**config.mk**
```make
export PLATFORM = sky130hd
export DESIGN_NAME = dgp_top
export DESIGN_NICKNAME = d
export VERILOG_FILES = /design/src/include/dgp_pkg.sv /design/src/hw/dgp_top.sv
export VERILOG_INCLUDE_DIRS = /design/src /design/src/include
export SDC_FILE = /design/constraint.sdc
export NUM_CORES = 1
export LEC_CHECK = 0
export ABC_AREA = 1
export BUFFER_PORTS_ARGS = -buffer_cell sky130_fd_sc_hd__clkbuf_2
export CAP_MARGIN = 20
export CELL_PAD_IN_SITES_DETAIL_PLACEMENT = 1
export CELL_PAD_IN_SITES_GLOBAL_PLACEMENT = 1
export CORE_AREA = 2 2 117 119
export DETAILED_ROUTE_END_ITERATION = 8
export DIE_AREA = 0 0 119 121
export GPL_TIMING_DRIVEN = 0
export PLACE_DENSITY_LB_ADDON = 0.08
export SYNTH_ARGS = -nofsm -noshare
export SYNTH_HDL_FRONTEND = slang
export SYNTH_SLANG_ARGS = --single-unit
```
**constraint.sdc**
```tcl
create_clock -name CLK_SYS -period 1.46 [get_ports CLK_SYS]
set_input_delay 0.292 -clock CLK_SYS [delete_from_list [all_inputs] [get_ports CLK_SYS]]
set_output_delay 0.292 -clock CLK_SYS [all_outputs]
set_load 0.02 [all_outputs]
```
**src/include/dgp_defs.svh**
```systemverilog
// Register offsets, field positions and reset values for the dual GPIO port
`ifndef DGP_DEFS_SVH
`define DGP_DEFS_SVH

`define DGP_OFS_PC_PIN 8'h00
`define DGP_OFS_PC_LAT 8'h04
`define DGP_OFS_PC_DIR 8'h08
`define DGP_OFS_PD_PIN 8'h0C
`define DGP_OFS_PD_LAT 8'h10
`define DGP_OFS_PD_DIR 8'h14
`define DGP_OFS_SP_CTL 8'h18
`define DGP_OFS_PC_OVR 8'h1C

`define DGP_DIR_RESET 8'hFF
`define DGP_SP_SEL_BIT 4
`define DGP_RESP_OKAY 2'h0
`define DGP_RESP_SLVERR 2'h2

`endif

```
**src/include/dgp_pkg.sv**
```systemverilog
// Types shared by the dual GPIO port
`default_nettype none
package dgp_pkg;

    typedef struct packed {
        logic [7:0] val;
        logic [7:0] oe;
    } dgp_drive_type;

    typedef struct packed {
        logic [7:0] force_en;
        logic [7:0] force_out;
        logic [7:0] force_val;
    } dgp_override_type;

    typedef enum logic [0:0] {
        DGP_WR_IDLE,
        DGP_WR_RESP
    } dgp_wr_state_type;

endpackage : dgp_pkg
`default_nettype wire

```
**src/hw/dgp_top.sv**
```systemverilog
// Dual eight-bit GPIO ports C and D behind an AXI4-Lite slave
//
// How it works
// - Port C has eight pins, each direction set by its own bit.
// - Port C direction bit 1 tristates the pin, making it an input.
// - Port C direction bit 0 drives the pin from the output latch.
// - Port C latch is addressable; reads return latched value, not pins.
// - An enabled peripheral may force a port C pin to output or input.
// - Peripheral forcing never alters the stored direction register.
// - Every reset sets all port C and D direction bits to one.
// - Latch contents survive non power-on resets, pin outputs clear on every reset; latches cleared to zero after power-on.
// - Capture/compare two sits on port C pin one when select bit is one.
// - Pins 0..2 share timer-one oscillator/clock and capture/compare one.
// - Pins 3..5 share serial clock, serial data in, serial data out.
// - Pins 6 and 7 share USART transmit/clock and receive/data.
// - Port D direction 1 gives input, 0 drives matching latch bit.
// - Port D latch is addressable; reads return latched value.
// - Port D has eight independently configurable pins.
// - Slave-port select hands port D over to the parallel slave port.
// - Slave-port select: 1 slave port, 0 GPIO, resets to 0.
//
// Design decisions made here: the address map and register access over AXI4-Lite.
`timescale 1ns/10ps
`default_nettype none
`include "dgp_defs.svh"

module dgp_top
    import dgp_pkg::*;
#(
    parameter int WIDTH = 8
) (
    input wire logic CLK_SYS,
    input wire logic NRST,
    // Power-on/brown-out flag: latches are cleared only when it is set
    input wire logic POR_FLAG,
    input wire logic CAPTURE_TWO_PIN_SELECT,
    // Peripheral overrides, three bits (enable, drive, value) per port C pin
    input wire dgp_override_type PERIPH_OVR,
    input wire logic [WIDTH-1:0] PORT_C_IN,
    output logic [WIDTH-1:0] PORT_C_OUT,
    output logic [WIDTH-1:0] PORT_C_OE,
    input wire logic [WIDTH-1:0] PORT_D_IN,
    output logic [WIDTH-1:0] PORT_D_OUT,
    output logic [WIDTH-1:0] PORT_D_OE,
    output logic SLAVE_PORT_SELECT,
    output logic CAPTURE_TWO_ON_PORT_C,
    input wire logic [7:0] S_AXI_AWADDR,
    input wire logic S_AXI_AWVALID,
    output logic S_AXI_AWREADY,
    input wire logic [31:0] S_AXI_WDATA,
    input wire logic [3:0] S_AXI_WSTRB,
    input wire logic S_AXI_WVALID,
    output logic S_AXI_WREADY,
    output logic [1:0] S_AXI_BRESP,
    output logic S_AXI_BVALID,
    input wire logic S_AXI_BREADY,
    input wire logic [7:0] S_AXI_ARADDR,
    input wire logic S_AXI_ARVALID,
    output logic S_AXI_ARREADY,
    output logic [31:0] S_AXI_RDATA,
    output logic [1:0] S_AXI_RRESP,
    output logic S_AXI_RVALID,
    input wire logic S_AXI_RREADY
);

    // ********************************************************
    // Register state
    // ********************************************************
    logic [WIDTH-1:0] port_c_output_latch, next_port_c_output_latch;
    logic [WIDTH-1:0] port_c_direction, next_port_c_direction;
    logic [WIDTH-1:0] port_d_output_latch, next_port_d_output_latch;
    logic [WIDTH-1:0] port_d_direction, next_port_d_direction;
    logic slave_port_select, next_slave_port_select;

    // ********************************************************
    // Bus state
    // ********************************************************
    logic [7:0] aw_addr, next_aw_addr;
    logic aw_have, next_aw_have;
    logic [31:0] w_data, next_w_data;
    logic w_have, next_w_have;
    logic w_strb0, next_w_strb0;
    dgp_wr_state_type wr_state, next_wr_state;
    logic [1:0] bresp, next_bresp;
    logic rvalid, next_rvalid;
    logic [31:0] rdata, next_rdata;
    logic [1:0] rresp, next_rresp;
    // Handshake outputs kept as their own flops, not decoded from state
    logic aw_ready, next_aw_ready, w_ready, next_w_ready;
    logic ar_ready, next_ar_ready, bvalid, next_bvalid;
    logic [WIDTH-1:0] c_out, next_c_out, c_oe, next_c_oe;
    logic [WIDTH-1:0] d_out, next_d_out, d_oe, next_d_oe;

    logic do_write;
    logic [WIDTH-1:0] wbyte;
    logic [WIDTH-1:0] c_eff_out;

    assign do_write = aw_have && w_have && (wr_state == DGP_WR_IDLE);
    assign wbyte = w_data[WIDTH-1:0];

    // ********************************************************
    // Register writes
    // ********************************************************
    always_comb begin
        next_port_c_output_latch = port_c_output_latch;
        next_port_c_direction = port_c_direction;
        next_port_d_output_latch = port_d_output_latch;
        next_port_d_direction = port_d_direction;
        next_slave_port_select = slave_port_select;
        next_bresp = bresp;
        next_wr_state = wr_state;
        if (do_write) begin
            next_wr_state = DGP_WR_RESP;
            next_bresp = `DGP_RESP_OKAY;
            if (!w_strb0) begin
                // Lane 0 not enabled: nothing to store
            end else if (aw_addr == `DGP_OFS_PC_PIN
                    || aw_addr == `DGP_OFS_PC_LAT) begin
                next_port_c_output_latch = wbyte;
            end else if (aw_addr == `DGP_OFS_PC_DIR) begin
                next_port_c_direction = wbyte;
            end else if (aw_addr == `DGP_OFS_PD_PIN
                    || aw_addr == `DGP_OFS_PD_LAT) begin
                next_port_d_output_latch = wbyte;
            end else if (aw_addr == `DGP_OFS_PD_DIR) begin
                next_port_d_direction = wbyte;
            end else if (aw_addr == `DGP_OFS_SP_CTL) begin
                next_slave_port_select = wbyte[`DGP_SP_SEL_BIT];
            end else if (aw_addr == `DGP_OFS_PC_OVR) begin
                // Read-only view, write ignored
            end else begin
                next_bresp = `DGP_RESP_SLVERR;
            end
            if (w_strb0 && aw_addr[1:0] != 2'h0) begin
                next_bresp = `DGP_RESP_SLVERR;
            end
        end else if (wr_state == DGP_WR_RESP && S_AXI_BREADY) begin
            next_wr_state = DGP_WR_IDLE;
        end
        next_bvalid = (next_wr_state == DGP_WR_RESP);
    end

    // Latches get no reset unless power-on: they keep value otherwise
    always_ff @(posedge CLK_SYS) begin
        if (!NRST && POR_FLAG) begin
            port_c_output_latch <= 8'h00;
            port_d_output_latch <= 8'h00;
        end else if (NRST) begin
            port_c_output_latch <= next_port_c_output_latch;
            port_d_output_latch <= next_port_d_output_latch;
        end
    end

    always_ff @(posedge CLK_SYS) begin
        if (!NRST) begin
            port_c_direction <= `DGP_DIR_RESET;
            port_d_direction <= `DGP_DIR_RESET;
            slave_port_select <= 1'b0;
            wr_state <= DGP_WR_IDLE;
            bresp <= `DGP_RESP_OKAY;
            bvalid <= 1'b0;
        end else begin
            port_c_direction <= next_port_c_direction;
            port_d_direction <= next_port_d_direction;
            slave_port_select <= next_slave_port_select;
            wr_state <= next_wr_state;
            bresp <= next_bresp;
            bvalid <= next_bvalid;
        end
    end

    // ********************************************************
    // Write channel capture
    // ********************************************************
    always_comb begin
        next_aw_addr = aw_addr;
        next_aw_have = aw_have;
        next_w_data = w_data;
        next_w_have = w_have;
        next_w_strb0 = w_strb0;
        if (S_AXI_AWVALID && S_AXI_AWREADY) begin
            next_aw_addr = S_AXI_AWADDR;
            next_aw_have = 1'b1;
        end
        if (S_AXI_WVALID && S_AXI_WREADY) begin
            next_w_data = S_AXI_WDATA;
            next_w_strb0 = S_AXI_WSTRB[0];
            next_w_have = 1'b1;
        end
        if (do_write) begin
            next_aw_have = 1'b0;
            next_w_have = 1'b0;
        end
        next_aw_ready = ~next_aw_have;
        next_w_ready = ~next_w_have;
    end

    always_ff @(posedge CLK_SYS) begin
        if (!NRST) begin
            aw_addr <= 8'h00;
            aw_have <= 1'b0;
            w_data <= 32'h0000_0000;
            w_have <= 1'b0;
            w_strb0 <= 1'b0;
            aw_ready <= 1'b1;
            w_ready <= 1'b1;
        end else begin
            aw_addr <= next_aw_addr;
            aw_have <= next_aw_have;
            w_data <= next_w_data;
            w_have <= next_w_have;
            w_strb0 <= next_w_strb0;
            aw_ready <= next_aw_ready;
            w_ready <= next_w_ready;
        end
    end

    // ********************************************************
    // Read channel
    // ********************************************************
    always_comb begin
        next_rvalid = rvalid;
        next_rdata = rdata;
        next_rresp = rresp;
        if (S_AXI_ARVALID && !rvalid) begin
            next_rvalid = 1'b1;
            next_rresp = `DGP_RESP_OKAY;
            next_rdata = 32'h0000_0000;
            if (S_AXI_ARADDR == `DGP_OFS_PC_PIN) begin
                next_rdata[WIDTH-1:0] = PORT_C_IN;
            end else if (S_AXI_ARADDR == `DGP_OFS_PC_LAT) begin
                next_rdata[WIDTH-1:0] = port_c_output_latch;
            end else if (S_AXI_ARADDR == `DGP_OFS_PC_DIR) begin
                // Stored value only; overrides never show here
                next_rdata[WIDTH-1:0] = port_c_direction;
            end else if (S_AXI_ARADDR == `DGP_OFS_PD_PIN) begin
                next_rdata[WIDTH-1:0] = PORT_D_IN;
            end else if (S_AXI_ARADDR == `DGP_OFS_PD_LAT) begin
                next_rdata[WIDTH-1:0] = port_d_output_latch;
            end else if (S_AXI_ARADDR == `DGP_OFS_PD_DIR) begin
                next_rdata[WIDTH-1:0] = port_d_direction;
            end else if (S_AXI_ARADDR == `DGP_OFS_SP_CTL) begin
                next_rdata[`DGP_SP_SEL_BIT] = slave_port_select;
            end else if (S_AXI_ARADDR == `DGP_OFS_PC_OVR) begin
                next_rdata[WIDTH-1:0] = PERIPH_OVR.force_en;
            end else begin
                next_rresp = `DGP_RESP_SLVERR;
            end
        end else if (rvalid && S_AXI_RREADY) begin
            next_rvalid = 1'b0;
        end
        next_ar_ready = ~next_rvalid;
    end

    always_ff @(posedge CLK_SYS) begin
        if (!NRST) begin
            rvalid <= 1'b0;
            rdata <= 32'h0000_0000;
            rresp <= `DGP_RESP_OKAY;
            ar_ready <= 1'b1;
        end else begin
            rvalid <= next_rvalid;
            rdata <= next_rdata;
            rresp <= next_rresp;
            ar_ready <= next_ar_ready;
        end
    end

    // ********************************************************
    // Pin drivers
    // ********************************************************
    // Peripheral functions on C pins 0..7 (timer osc, capture/compare,
    // serial port, USART) arrive only as override vectors.
    genvar i;
    generate
        for (i = 0; i < WIDTH; i++) begin : g_pc
            always_comb begin
                if (PERIPH_OVR.force_en[i]) begin
                    next_c_oe[i] = PERIPH_OVR.force_out[i];
                    c_eff_out[i] = PERIPH_OVR.force_val[i];
                end else begin
                    next_c_oe[i] = ~port_c_direction[i];
                    c_eff_out[i] = port_c_output_latch[i];
                end
                next_c_out[i] = c_eff_out[i];
                // Slave port owns D pins; its drive is outside this block
                next_d_oe[i] = ~slave_port_select
                    & ~port_d_direction[i];
                next_d_out[i] = port_d_output_latch[i];
            end
        end
    endgenerate

    always_ff @(posedge CLK_SYS) begin
        if (!NRST) begin
            c_out <= 8'h00;
            c_oe <= 8'h00;
            d_out <= 8'h00;
            d_oe <= 8'h00;
        end else begin
            c_out <= next_c_out;
            c_oe <= next_c_oe;
            d_out <= next_d_out;
            d_oe <= next_d_oe;
        end
    end

    assign PORT_C_OUT = c_out;
    assign PORT_C_OE = c_oe;
    assign PORT_D_OUT = d_out;
    assign PORT_D_OE = d_oe;
    assign SLAVE_PORT_SELECT = slave_port_select;
    assign S_AXI_AWREADY = aw_ready;
    assign S_AXI_WREADY = w_ready;
    assign S_AXI_BVALID = bvalid;
    assign S_AXI_BRESP = bresp;
    assign S_AXI_ARREADY = ar_ready;
    assign S_AXI_RVALID = rvalid;
    assign S_AXI_RDATA = rdata;
    assign S_AXI_RRESP = rresp;

    // Strap sampled by a clocked process, never under reset
    always_ff @(posedge CLK_SYS) begin
        CAPTURE_TWO_ON_PORT_C <= CAPTURE_TWO_PIN_SELECT;
    end

endmodule : dgp_top
`default_nettype wire

```
==> tab_implementation.tex <==
\begin{tabular}{lr}
\hline
Metric & Value \\
\hline
\multicolumn{2}{l}{\textbf{Outcome}} \\
\quad Result of the run & complete, but fails checks \\
\quad Violations in the final reports & setup timing \\
\multicolumn{2}{l}{\textbf{Detailed routing}} \\
\quad Via density per instance & around 4.6 \\
\quad Total Wirelength & roughly 15,000 um \\
\quad Residual DRC & 0 \\
\quad First DRT Iteration DRCs & 125 \\
\quad Per-cell routed wire length & 15.7 um \\
\quad Detailed Routing Iterations Pass 1 & 4 \\
\quad Number of nets still failing antenna checks after routing & 0 \\
\quad Via count of the routed design & between 4k and 5k \\
\multicolumn{2}{l}{\textbf{Timing}} \\
\quad Final-report setup violation count & 11 \\
\quad Relative slew margins & $\sim$53\% \\
\quad Final hold violation count & 0 \\
\quad Crit share post-route & 105\% \\
\quad Setup Skew & around 7.6 ps \\
\quad Setup repair after global routing missed its margin & yes \\
\quad Slew Viols, Final & 0 \\
\quad Slew at the pin with the worst max-slew slack & between 700 and 800 ps \\
\quad Worst Slack Setup Final & -66.5 ps \\
\quad Worst hold-check slack & 37.8 ps \\
\quad Max Clock Freq & 0.655 GHz \\
\quad Fin crit period & roughly 1500 ps \\
\multicolumn{2}{l}{\textbf{Setup path}} \\
\quad WP data arrival & 1730 ps \\
\quad Combined buffer and inverter count along the critical path & 1 \\
\quad Register-to-register setup slack & -70 ps \\
\quad Crit path max fanout & 6 \\
\quad Slowest CP cell & sky130\_fd\_sc\_hd\_\_dfxtp\_2 \\
\quad Reg2Reg Capture Point & port\_d\_direction[5]\$\_SDFFE\_PN1P\_ \\
\quad Depth of the critical timing path with buffers and inverters included & 7 \\
\quad Worst Reg-to-Reg Cells & 7 \\
\quad Cell chain of the critical path & nor2\_4 > nand3\_4 > nor3\_4 > nand3\_4 > buf\_8 > nand2\_4 > o211ai\_2 \\
\quad Sort of element at the end of the critical path & register \\
\quad Kind of start point of the critical path & register \\
\quad Worst setup path category & register to register \\
\quad Top cell family by delay on the critical path & simple AND/OR/NAND/NOR gates \\
\quad Max incr delay on CP & 330 ps \\
\quad Req. time, crit path & roughly 1700 ps \\
\quad Most frequent CP cell & sky130\_fd\_sc\_hd\_\_nand3\_4 \\
\quad Source of the worst register-to-register timing path & aw\_addr[7]\$\_SDFFE\_PN0P\_ \\
\multicolumn{2}{l}{\textbf{Hold path}} \\
\quad Hold Path Class & input pin to register \\
\quad Terminating pin of the worst hold path & CAPTURE\_TWO\_ON\_PORT\_C\$\_DFF\_P\_ \\
\quad Hold Crit Depth & 1 \\
\quad Startpoint of the worst hold path & CAPTURE\_TWO\_PIN\_SELECT \\
\multicolumn{2}{l}{\textbf{Floorplanning}} \\
\quad Num ports & roughly 180 \\
\quad Total die area & approximately 0.014 mm\^{}2 \\
\quad Horizontal die dimension & about 120 um \\
\quad Vertical extent of the die & between 100 and 150 um \\
\quad Count of standard-cell rows & 42 \\
\quad Effective utilization at floorplan & roughly 34\% \\
\quad Floorplan Core Area & $\sim$0.013 mm\^{}2 \\
\multicolumn{2}{l}{\textbf{Global route}} \\
\quad Vias in the first global route & 4,257 \\
\quad Initial antenna violation count & 0 \\
\quad Global route overflow & 0 \\
\quad Combined global-route utilization of all metal layers & between 20\% and 30\% \\
\quad Largest net degree at the start of global routing & 17 \\
\quad Wire length of the first global-routing pass & between 20,000 and 25,000 um \\
\multicolumn{2}{l}{\textbf{Cells and area}} \\
\quad Share of cells above drive strength 1 & between 30 and 40\% \\
\quad Count of fill cells added during filler insertion & between 1.5k and 2k \\
\quad Synth-to-Final Area Change & 34.9\% \\
\quad Final \#Nets & between 800 and 900 \\
\quad Final antenna diode count & 0 \\
\multicolumn{2}{l}{\textbf{Synth}} \\
\quad Synth warn & 0 \\
\quad Cell area after technology mapping & around 0.0044 mm\^{}2 \\
\quad Number of distinct standard cells referenced by the synthesized netlist & 35 \\
\quad Synthesized instance count & approximately 570 \\
\quad Synth Area per Inst & between 7 and 8 um\^{}2 \\
\quad Post-synthesis sequential area ratio & between 40\% and 50\% \\
\quad Total of flip-flops plus latches after synthesis & 100 \\
\multicolumn{2}{l}{\textbf{Clock network}} \\
\quad H-tree depth & 3 \\
\quad Clock latency on the worst-skew pair & $\sim$350 ps \\
\quad Largest buffer count on any clock path & 2 \\
\quad Num CTS Buffers & 9 \\
\quad Clk root buf & sky130\_fd\_sc\_hd\_\_clkbuf\_16 \\
\quad Clock tree from TritonCTS & yes \\
\quad Clock slew at the register clock pins of the worst setup and hold paths & roughly 70 ps \\
\quad Sinks on Clock Net & 100 \\
\quad Cts hold-fix bufs & 0 \\
\multicolumn{2}{l}{\textbf{Power and ir drop}} \\
\quad Power density over the cells & 1110 mW/mm\^{}2 \\
\quad Internal power & between 4 and 5 mW \\
\quad Combinational fraction of design power & between 10\% and 20\% \\
\quad Psw & between 1.5 and 2 mW \\
\quad Leakage & 2.92 nW \\
\quad Portion of total power attributed to sequential cells & 43.8\% \\
\quad Clock share of power & about 45\% \\
\quad Switching Share & between 20\% and 30\% \\
\quad Max rail drop VDD & between 0.4 and 0.5 mV \\
\multicolumn{2}{l}{\textbf{Placement}} \\
\quad HPWL reported at the end of detailed placement & roughly 11,000 um \\
\quad Post-place setup slack & -229 ps \\
\quad Gp weighted congestion & 0.848 \\
\quad Port buffer count & about 120 \\
\multicolumn{2}{l}{\textbf{Run}} \\
\quad Maximum Capacitance Violations & 0 \\
\hline
\end{tabular}
-- cell families after synthesis --
kind of cell / Yosys count / synth area share, %
flip-flops: 100 / 45.6
AO/OA/AOI/OAI: 118 / 15.1
buffers and inverters: 105 / 12.2
AND/OR/NAND/NOR: 249 / 27.0
other: 1 / 0.0854
-- metrics by stage --
stage / instances / util, % / area [um^2] / setup TNS [ps] / total power, mW
after floorplan: 598 / - / 4490 / 0 / 3.39
after global placement: 896 / 40.6 / 5320 / -3490 / 3.65
after detailed placement: 896 / 40.6 / 5320 / -4430 / 3.67
after CTS: 916 / 44.2 / 5780 / -118 / 6.64
after global routing: 922 / 45.3 / 5930 / -2240 / 6.86
final: 922 / 45.3 / 5930 / -240 / 6.60
-- Yosys cell counts --
library cell / instances / area [um^2]
sky130_fd_sc_hd__nor2_8: 1 / 20.0
sky130_fd_sc_hd__nor2_4: 8 / 90.1
sky130_fd_sc_hd__o21ai_1: 8 / 40.0
sky130_fd_sc_hd__o21a_1: 1 / 7.51
sky130_fd_sc_hd__nor4_1: 1 / 6.26
sky130_fd_sc_hd__or2_2: 1 / 6.26
sky130_fd_sc_hd__nor4_4: 1 / 21.3
sky130_fd_sc_hd__nand3_2: 3 / 30.0
sky130_fd_sc_hd__a21oi_2: 1 / 8.76
sky130_fd_sc_hd__nand3_1: 27 / 135
sky130_fd_sc_hd__inv_4: 1 / 6.26
sky130_fd_sc_hd__clkbuf_1: 10 / 37.5
sky130_fd_sc_hd__inv_1: 54 / 203
sky130_fd_sc_hd__nand2_4: 2 / 22.5
sky130_fd_sc_hd__conb_1: 1 / 3.75
sky130_fd_sc_hd__buf_4: 26 / 195
sky130_fd_sc_hd__o21ai_0: 48 / 240
sky130_fd_sc_hd__and3_2: 1 / 7.51
sky130_fd_sc_hd__buf_2: 1 / 5.00
sky130_fd_sc_hd__nor3_4: 1 / 16.3
sky130_fd_sc_hd__a211oi_1: 1 / 7.51
sky130_fd_sc_hd__nor3_1: 2 / 10.0
sky130_fd_sc_hd__nand2_2: 5 / 31.3
sky130_fd_sc_hd__nor2_2: 7 / 43.8
sky130_fd_sc_hd__o211ai_1: 8 / 60.1
sky130_fd_sc_hd__o211ai_2: 6 / 75.1
sky130_fd_sc_hd__nor3_2: 3 / 30.0
sky130_fd_sc_hd__a21oi_1: 45 / 225
sky130_fd_sc_hd__nand2_1: 95 / 357
sky130_fd_sc_hd__nor2_1: 84 / 315
sky130_fd_sc_hd__nand4_1: 7 / 43.8
sky130_fd_sc_hd__clkbuf_8: 1 / 13.8
sky130_fd_sc_hd__inv_2: 8 / 30.0
sky130_fd_sc_hd__dfxtp_1: 100 / 2000
sky130_fd_sc_hd__buf_6: 4 / 45.0
-- sequential cells by signal, indices dropped and copies added (netlist names), 8 cells and up --
name / cells
next_d_out: 8
S_AXI_RDATA: 8
port_c_output_latch: 8
w_data: 8
port_c_direction: 8
PORT_D_OUT: 8
port_d_direction: 8
PORT_D_OE: 8
PORT_C_OE: 8
PORT_C_OUT: 8
aw_addr: 8
-- worst max-delay path by stage --
stage                                       start                                   to  slack (ps)
final                     aw_addr[7]$_SDFFE_PN0P_     port_d_direction[5]$_SDFFE_PN1P_         -70
after global routing      aw_addr[0]$_SDFFE_PN0P_  port_c_output_latch[7]$_SDFFE_PP0P_        -170
after CTS                 aw_addr[7]$_SDFFE_PN0P_           next_d_out[6]$_SDFFE_PP0P_         -30
after detailed placement                     NRST     port_c_direction[5]$_SDFFE_PN1P_        -230
after global placement                       NRST     port_c_direction[7]$_SDFFE_PN1P_        -220
after floorplan           aw_addr[0]$_SDFFE_PN0P_     port_d_direction[5]$_SDFFE_PN1P_         110
-- power groups by stage --
stage | logic (mW) | registers [mW] | clock network (mW)
floorplan | 0.416 | 2.97 | 0
global placement | 0.713 | 2.94 | 0
detailed placement | 0.726 | 2.94 | 0
CTS | 0.763 | 2.88 | 2.99
global route | 0.849 | 2.89 | 3.12
finish | 0.770 | 2.89 | 2.94
-- area by class of cell --
type                            count  area [um^2]  share of cell area (%)
Buffer                             42          300                    5.07
Clock buffer                       10          229                    3.86
Clock inverter                      6          134                    2.26
Inverter                           63          241                    4.08
Multi-Input combinational cell    393         2080                    35.1
Sequential cell                   100         2010                    33.8
Tap cell                          176          220                    3.72
Timing Repair Buffer              132          718                    12.1
-- metal layers --
layer  wire length (um)  GRT usage (%)  vias up
li1                   -              -     2139
met1               6400           25.8     1967
met2               7170           34.2      112
met3                668           2.73       16
met4                271           7.44        0
met5                  0              0        -
-- layout by cell type, fill, tap and decap left out, types with 11 or more instances in the layout --
cell and n:
sky130_fd_sc_hd__nor2_1 80, sky130_fd_sc_hd__buf_4 31, sky130_fd_sc_hd__clkbuf_1 11, sky130_fd_sc_hd__inv_1 52, sky130_fd_sc_hd__a21oi_1 45, sky130_fd_sc_hd__conb_1 26, sky130_fd_sc_hd__nor2_4 11, sky130_fd_sc_hd__dfxtp_1 97
sky130_fd_sc_hd__nand3_1 25, sky130_fd_sc_hd__o21ai_0 44, sky130_fd_sc_hd__clkbuf_2 122, sky130_fd_sc_hd__nand2_1 89
-- repair_timing --
action | 4_1_cts | 5_1_grt
gates resized for setup | 18 | 28
setup buffers | 4 | 4
pin swaps | 5 | 8
endpoints found under the setup margin | 31 | 33
hold endpoints to repair | 0 | 0
gates cloned | 0 | 2
(Power assumes the default switching activity.)
